[src/core/dpd_pkg.sv]
// Functional notes
// - Reset-extension request during reset: cold-plug detected.
// - Hot-plug detector held reset during system reset.
// - Serial clock falling edge flags hot-plug.
// - Pad reassignment disables hot-plug until reset.
// - Hot-plug availability flag readable in status.
// - Either detection sets probe-present flag.
// - Access level zero disables hot-plug detection.
// - No detection before power-on reset release.
// - Access level two: secure and non-secure access.
// - Access level one: non-secure access only.
`default_nettype none
package dpd_pkg;
	localparam logic [11:0] status_reg_b_offset = 12'h000;
	localparam logic [11:0] control_offset = 12'h004;
	localparam logic [11:0] irq_status_offset = 12'h008;
	localparam logic [11:0] irq_mask_offset = 12'h00c;
	localparam int avail_bit = 0;
	localparam int present_bit = 1;
	localparam int cold_bit = 2;
	localparam int hot_bit = 3;
	localparam int pad_moved_bit = 4;
	localparam logic [1:0] dal_none = 2'h0;
	localparam logic [1:0] dal_nonsecure = 2'h1;
	localparam logic [1:0] dal_full = 2'h2;
	localparam logic [1:0] dal_reset = 2'h2;
	localparam logic [1:0] irq_mask_reset = 2'h0;
	localparam logic [1:0] axi_okay = 2'h0;
	localparam logic [1:0] axi_slverr = 2'h2;

	typedef struct packed {
		logic secure_ok;
		logic nonsecure_ok;
	} dpd_access_type;
endpackage : dpd_pkg
`default_nettype wire

[src/core/dpd_debug_probe_detect.sv]
// Added by the designer: register access over AXI4-Lite and the register addresses.
`default_nettype none
module dpd_debug_probe_detect (
	input wire logic clk_sys,
	input wire logic rst,
	input wire logic por_n,
	input wire logic ext_reset_n,
	input wire logic swclk_pad,
	input wire logic reset_ext_req,
	input wire logic [1:0] debug_access_level,
	input wire logic [11:0] s_axi_awaddr,
	input wire logic s_axi_awvalid,
	output logic s_axi_awready,
	input wire logic [31:0] s_axi_wdata,
	input wire logic [3:0] s_axi_wstrb,
	input wire logic s_axi_wvalid,
	output logic s_axi_wready,
	output logic [1:0] s_axi_bresp,
	output logic s_axi_bvalid,
	input wire logic s_axi_bready,
	input wire logic [11:0] s_axi_araddr,
	input wire logic s_axi_arvalid,
	output logic s_axi_arready,
	output logic [31:0] s_axi_rdata,
	output logic [1:0] s_axi_rresp,
	output logic s_axi_rvalid,
	input wire logic s_axi_rready,
	output logic hot_plug_avail_flag,
	output logic probe_present_flag,
	output dpd_pkg::dpd_access_type mem_access,
	output logic irq
);
	////////////////////////////////////////////////////////////////////////////
	// Input synchronisers: three stages, a change counts when stages two and three agree.
	logic [2:0] s_por, s_ext, s_clk, s_req;
	logic por_q, ext_q, clk_q, req_q;
	always_ff @(posedge clk_sys) begin
		if (rst) begin
			s_por <= 3'h0;
			s_ext <= 3'h0;
			s_clk <= 3'h7;
			s_req <= 3'h0;
		end else begin
			s_por <= {s_por[1:0], por_n};
			s_ext <= {s_ext[1:0], ext_reset_n};
			s_clk <= {s_clk[1:0], swclk_pad};
			s_req <= {s_req[1:0], reset_ext_req};
		end
	end
	always_ff @(posedge clk_sys) begin
		if (rst) begin
			por_q <= 1'b0;
			ext_q <= 1'b0;
			clk_q <= 1'b1;
			req_q <= 1'b0;
		end else begin
			if (s_por[1] == s_por[2]) por_q <= s_por[2];
			if (s_ext[1] == s_ext[2]) ext_q <= s_ext[2];
			if (s_clk[1] == s_clk[2]) clk_q <= s_clk[2];
			if (s_req[1] == s_req[2]) req_q <= s_req[2];
		end
	end

	////////////////////////////////////////////////////////////////////////////
	// Detection.
	logic sys_reset, clk_fall, pad_moved, cold_ev, hot_ev, swclk_fn_debug;
	logic wr_fire;
	logic [31:0] wr_data;
	logic [11:0] wr_addr;
	assign sys_reset = !por_q || !ext_q;
	assign clk_fall = (s_clk[1] == s_clk[2]) && clk_q && !s_clk[2];
	// Pads are unpowered until power-on reset lifts, so nothing is seen before then.
	assign cold_ev = por_q && !ext_q && req_q;
	assign hot_ev = !sys_reset && hot_plug_avail_flag && clk_fall;

	always_ff @(posedge clk_sys) begin
		if (rst || sys_reset) begin
			pad_moved <= 1'b0;
		end else if (!swclk_fn_debug) begin
			pad_moved <= 1'b1;
		end
	end

	always_ff @(posedge clk_sys) begin
		if (rst || sys_reset) begin
			hot_plug_avail_flag <= 1'b0;
		end else begin
			hot_plug_avail_flag <= swclk_fn_debug && !pad_moved &&
				(debug_access_level != dpd_pkg::dal_none);
		end
	end

	always_ff @(posedge clk_sys) begin
		if (rst || !por_q) begin
			probe_present_flag <= 1'b0;
		end else if (cold_ev || hot_ev) begin
			probe_present_flag <= 1'b1;
		end else if (!ext_q && !req_q) begin
			// External reset clears the flag unless a cold plug holds it.
			probe_present_flag <= 1'b0;
		end
	end

	always_ff @(posedge clk_sys) begin
		if (rst) begin
			mem_access <= '0;
		end else begin
			mem_access.secure_ok <= probe_present_flag &&
				(debug_access_level == dpd_pkg::dal_full);
			mem_access.nonsecure_ok <= probe_present_flag &&
				(debug_access_level == dpd_pkg::dal_full ||
				debug_access_level == dpd_pkg::dal_nonsecure);
		end
	end

	////////////////////////////////////////////////////////////////////////////
	// Control, sticky event bits and interrupt.
	logic [1:0] irq_status, irq_mask;
	logic rd_fire, rd_status;
	always_ff @(posedge clk_sys) begin
		if (rst) begin
			swclk_fn_debug <= 1'b1;
		end else if (wr_fire && wr_addr == dpd_pkg::control_offset) begin
			swclk_fn_debug <= wr_data[0];
		end
	end
	always_ff @(posedge clk_sys) begin
		if (rst) begin
			irq_mask <= dpd_pkg::irq_mask_reset;
		end else if (wr_fire && wr_addr == dpd_pkg::irq_mask_offset) begin
			// The mask shares the status layout, so its bits sit at the event positions.
			irq_mask <= {wr_data[dpd_pkg::hot_bit], wr_data[dpd_pkg::cold_bit]};
		end
	end
	assign rd_status = rd_fire && s_axi_araddr == dpd_pkg::irq_status_offset;
	// A new event in the clearing read's cycle survives it.
	always_ff @(posedge clk_sys) begin
		if (rst) begin
			irq_status <= 2'h0;
		end else begin
			irq_status <= (rd_status ? 2'h0 : irq_status) | {hot_ev, cold_ev};
		end
	end
	always_ff @(posedge clk_sys) begin
		if (rst) irq <= 1'b0;
		else irq <= |(irq_status & irq_mask);
	end

	////////////////////////////////////////////////////////////////////////////
	// AXI4-Lite slave; address and data are latched in either order.
	logic aw_held, w_held;
	assign wr_fire = aw_held && w_held && !s_axi_bvalid;
	always_ff @(posedge clk_sys) begin
		if (rst) begin
			aw_held <= 1'b0;
			w_held <= 1'b0;
			wr_addr <= 12'h000;
			wr_data <= 32'h0000_0000;
			s_axi_awready <= 1'b0;
			s_axi_wready <= 1'b0;
			s_axi_bvalid <= 1'b0;
			s_axi_bresp <= dpd_pkg::axi_okay;
		end else begin
			s_axi_awready <= !aw_held && !s_axi_awready && s_axi_awvalid;
			s_axi_wready <= !w_held && !s_axi_wready && s_axi_wvalid;
			if (s_axi_awvalid && s_axi_awready) begin
				aw_held <= 1'b1;
				wr_addr <= {s_axi_awaddr[11:2], 2'b00};
			end
			if (s_axi_wvalid && s_axi_wready) begin
				w_held <= 1'b1;
				wr_data <= s_axi_wdata;
			end
			if (wr_fire) begin
				aw_held <= 1'b0;
				w_held <= 1'b0;
				s_axi_bvalid <= 1'b1;
				s_axi_bresp <= (wr_addr == dpd_pkg::control_offset ||
					wr_addr == dpd_pkg::irq_mask_offset) ? dpd_pkg::axi_okay : dpd_pkg::axi_slverr;
			end else if (s_axi_bready) begin
				s_axi_bvalid <= 1'b0;
			end
		end
	end

	assign rd_fire = s_axi_arvalid && s_axi_arready;
	always_ff @(posedge clk_sys) begin
		if (rst) begin
			s_axi_arready <= 1'b0;
			s_axi_rvalid <= 1'b0;
			s_axi_rdata <= 32'h0000_0000;
			s_axi_rresp <= dpd_pkg::axi_okay;
		end else begin
			s_axi_arready <= !s_axi_arready && !s_axi_rvalid && s_axi_arvalid;
			if (rd_fire) begin
				s_axi_rvalid <= 1'b1;
				s_axi_rresp <= dpd_pkg::axi_okay;
				s_axi_rdata <= 32'h0000_0000;
				unique case ({s_axi_araddr[11:2], 2'b00})
					dpd_pkg::status_reg_b_offset: begin
						s_axi_rdata[dpd_pkg::avail_bit] <= hot_plug_avail_flag;
						s_axi_rdata[dpd_pkg::present_bit] <= probe_present_flag;
						s_axi_rdata[dpd_pkg::pad_moved_bit] <= pad_moved;
					end
					dpd_pkg::control_offset: s_axi_rdata[0] <= swclk_fn_debug;
					dpd_pkg::irq_status_offset: begin
						s_axi_rdata[dpd_pkg::cold_bit] <= irq_status[0];
						s_axi_rdata[dpd_pkg::hot_bit] <= irq_status[1];
					end
					dpd_pkg::irq_mask_offset: begin
						s_axi_rdata[dpd_pkg::cold_bit] <= irq_mask[0];
						s_axi_rdata[dpd_pkg::hot_bit] <= irq_mask[1];
					end
					default: s_axi_rresp <= dpd_pkg::axi_slverr;
				endcase
			end else if (s_axi_rready) begin
				s_axi_rvalid <= 1'b0;
			end
		end
	end
endmodule : dpd_debug_probe_detect
`default_nettype wire

[config.mk]
export PLATFORM = sky130hd
export DESIGN_NAME = dpd_debug_probe_detect
export DESIGN_NICKNAME = d
export VERILOG_FILES = /design/src/core/dpd_pkg.sv /design/src/core/dpd_debug_probe_detect.sv
export SDC_FILE = /design/constraint.sdc
export NUM_CORES = 1
export LEC_CHECK = 0
export BUFFER_PORTS_ARGS = -buffer_cell sky130_fd_sc_hd__buf_2
export CORE_AREA = 2 2 87 81
export CTS_CLUSTER_SIZE = 12
export DETAILED_ROUTE_END_ITERATION = 10
export DIE_AREA = 0 0 89 83
export SLEW_MARGIN = 20
export SYNTH_ARGS = -nofsm -noshare
export SYNTH_HDL_FRONTEND = slang
export SYNTH_SLANG_ARGS = --single-unit
[constraint.sdc]
create_clock -name clk_sys -period 2.9 [get_ports clk_sys]
set_input_delay 0.435 -clock clk_sys [delete_from_list [all_inputs] [get_ports clk_sys]]
set_output_delay 0.435 -clock clk_sys [all_outputs]
set_load 0.1 [all_outputs]
==> flow_summary.ini <==
[drt]
dr_wl_met3_um = 272
routed_wl_um = 3810
firstDrtPassIters = 3
wl_met2_um = 1650
highest_layer = met4
vias = 1613
m1WireLength_um = 1830
vias_per_cell = 4.19
drtIter0Drc = 38
drc = 0
postRouteAntennaNets = 0
avgRoutedWirePerCell_um = 9.90

[floorplan]
die_x_um = 89
die_h_um = 83
core-area_um2 = 6450
top_level_ports = 119
row_count = 28
dieArea_um2 = 7390
start_util_pct = 34.4

[global_routing]
grt_usage_pct = 10.8
grt-ovfl-total = 0
grt_start_max_net_pins = 32
grt_pass1_wl_um = 6370
grt_pass1_vias = 1443
antenna_found_initial = 0

[sta]
min_period_over_period_pct = 56.3
hold_viol_final = 0
fin_crit_ns = 1.63
rsz0062_at_grt = false
slew_headroom_pct = 63.2
fmax_mhz = 612
setup_viol = 0
fin_tns_setup_ns = 0
worstMarginPinSlew_ns = 0.547
fin_skew_ns = 0.00547
slew_violations = 0

[hold_path]
hp-class = input port to flop

[synth]
async_reset_ff_share_pct = 0
synthTopCellsByArea = dfxtp_1 49%, buf_4 9.8%, nand2_1 6.1%, a21oi_1 5.2%, nand2b_1 3.4%
netlist_area_um2 = 2220
netlist_instances = 241
ys_seq_area_share_pct = 48.7
synth_seq_cells = 54
syn_avg_cell_area_um2 = 9.20
synth.distinct_cells = 38
synth_edf_count = 0
synth_top_area_share_pct = 48.7
synth_top_area_cell = dfxtp_1
synth_ff_type = dfxtp_1
yosysWarningCount = 0

[status]
status = finished clean

[critical_path]
endpoint_kind = primary output
startpoint_type = flop
path_class = flop to primary output
critPathTopFamily = buffers and inverters
crit_path_cell_trace = buf_2
cp_data_required_time_ns = 2.47
path_buf_inv = 1
cp_slowest_cell = buf_2
critPathArrivalTime_ns = 1.20
max_stage_delay_ns = 0.46
worstPathMaxFanout = 6

[place]
port_buffers = 54
place_area_um2 = 2460
gp_congestion = 0.718
dp_hpwl_um = 2880

[finish]
drive_gt1_share_pct = 24.1
design_area_um2 = 2560
fin_nets = 369
area_growth_pct = 15.3
fill_cells = 690
diodes = 0

[cts]
cts.sinks = 54
cts.repair.resized = 0
cts_root_buf = clkbuf_8
clkTransAtPathRegs_ns = 0.09
numCtsBuffers = 5
tritoncts = done
cts_hold_buf = 0
clk_path_buf_depth = 2
cts_htree_levels = 2
post_cts_buffers = 0
insertion_delay_ns = 0.30

[pwr]
ir_drop_mv = 0.191
p_per_area_nw_per_um2 = 575
leakagePower_nw = 1.09

[flow_run]
drv_cap = 0
==> cell type report <==
class	instances	area, um^2	area share [%]
clock inverters	2	12.5	0.489
inverters	4	15.0	0.587
repair buffers	55	278	10.9
multi-input cells	174	977	38.2
flip-flops and latches	54	1080	42.2
well taps	90	113	4.40
clock buffers	6	82.6	3.23
==> placed cells by master, fill, tap and decap left out, types with 2 or more instances in the layout <==
cell      count
or2_2         3
nand4_1       2
a21oi_1      23
and3b_1       2
mux2i_1       6
nor2_1        8
nand2b_1     12
and2_1        2
dfxtp_1      54
o31ai_1       2
inv_1         4
clkbuf_8      6
ha_1          2
o21ai_1       4
nor4b_1       5
buf_2        54
nor2b_1      11
or4_1         2
nand2_1      36
nand3_1       3
conb_1       29
o21ai_0       5
nor4_1        3
==> synthesized netlist by cell type, drive strengths merged, types with 3 or more instances <==
cell type,instances
nor2,8
o21ai,9
or2,5
nand3,3
clkbuf,6
nor2b,11
nor4b,5
nor4,5
a21oi,23
buf,31
mux2i,6
nand2b,12
dfxtp,54
inv,4
nand2,36
==> registers in the layout (all words and copies together), names as in the netlist, 2 cells and up <==
register / cells
s_axi_rdata: 5
s_ext: 3
mem_access: 2
s_req: 3
irq_mask: 2
irq_status: 2
s_por: 3
wr_data: 3
s_clk: 3
wr_addr: 10
==> cell families after synthesis <==
kind of cell,count (synthesis),synth area share [%]
simple gates,98,25.7
flops,54,48.7
compound gates,39,9.64
buf+inv,41,12.0
mux,6,2.71
other cells,1,0.169
fa+ha+maj,2,1.13
==> final timing paths <==
check,depth (start not counted),slack (ns),startpoint,endpoint
max,1,1.27,s_axi_wready,s_axi_wready
min,2,0.32,swclk_pad,s_clk[0]
max reg2reg,3,1.43,wr_addr[9],irq_mask[0]
min reg2reg,1,0.41,s_clk[0],s_clk[1]
==> worst register-to-register path: stages (launching register included) <==
cell and delay, ns:
dfxtp_1 0.32, or4b_4 0.57, nor4_4 0.29, mux2i_1 0.22
==> metal layers <==
metal	track usage, %	vias to the layer above
met5	0	-
li1	-	860
met2	16.7	57
met1	13.8	691
met4	4.48	0
met3	3.58	5
==> power by group <==
group / leakage [nW] / total (mW) / switching [mW] / internal, mW
combinational: 0.603 / 0.275 / 0.233 / 0.0418
sequential: 0.439 / 0.770 / 0.0113 / 0.759
clock: 0.0472 / 0.426 / 0.233 / 0.192
total: 1.09 / 1.47 / 0.478 / 0.993
==> per-stage QoR <==
stage          instances  hold WS (ns)  worst slack (ns)  utilization, %  power (mW)
5_1_grt              385         0.295              1.20            39.7        1.54
3_5_place_dp         377         0.393              1.28            38.2        1.06
2_1_floorplan        269         0.389              1.18               -        1.05
6_report             385         0.315              1.27            39.7        1.47
4_1_cts              385         0.305              1.25            39.7        1.49
3_3_place_gp         377         0.392              1.29            38.2        1.06
Power figures use the tool's default switching activity.
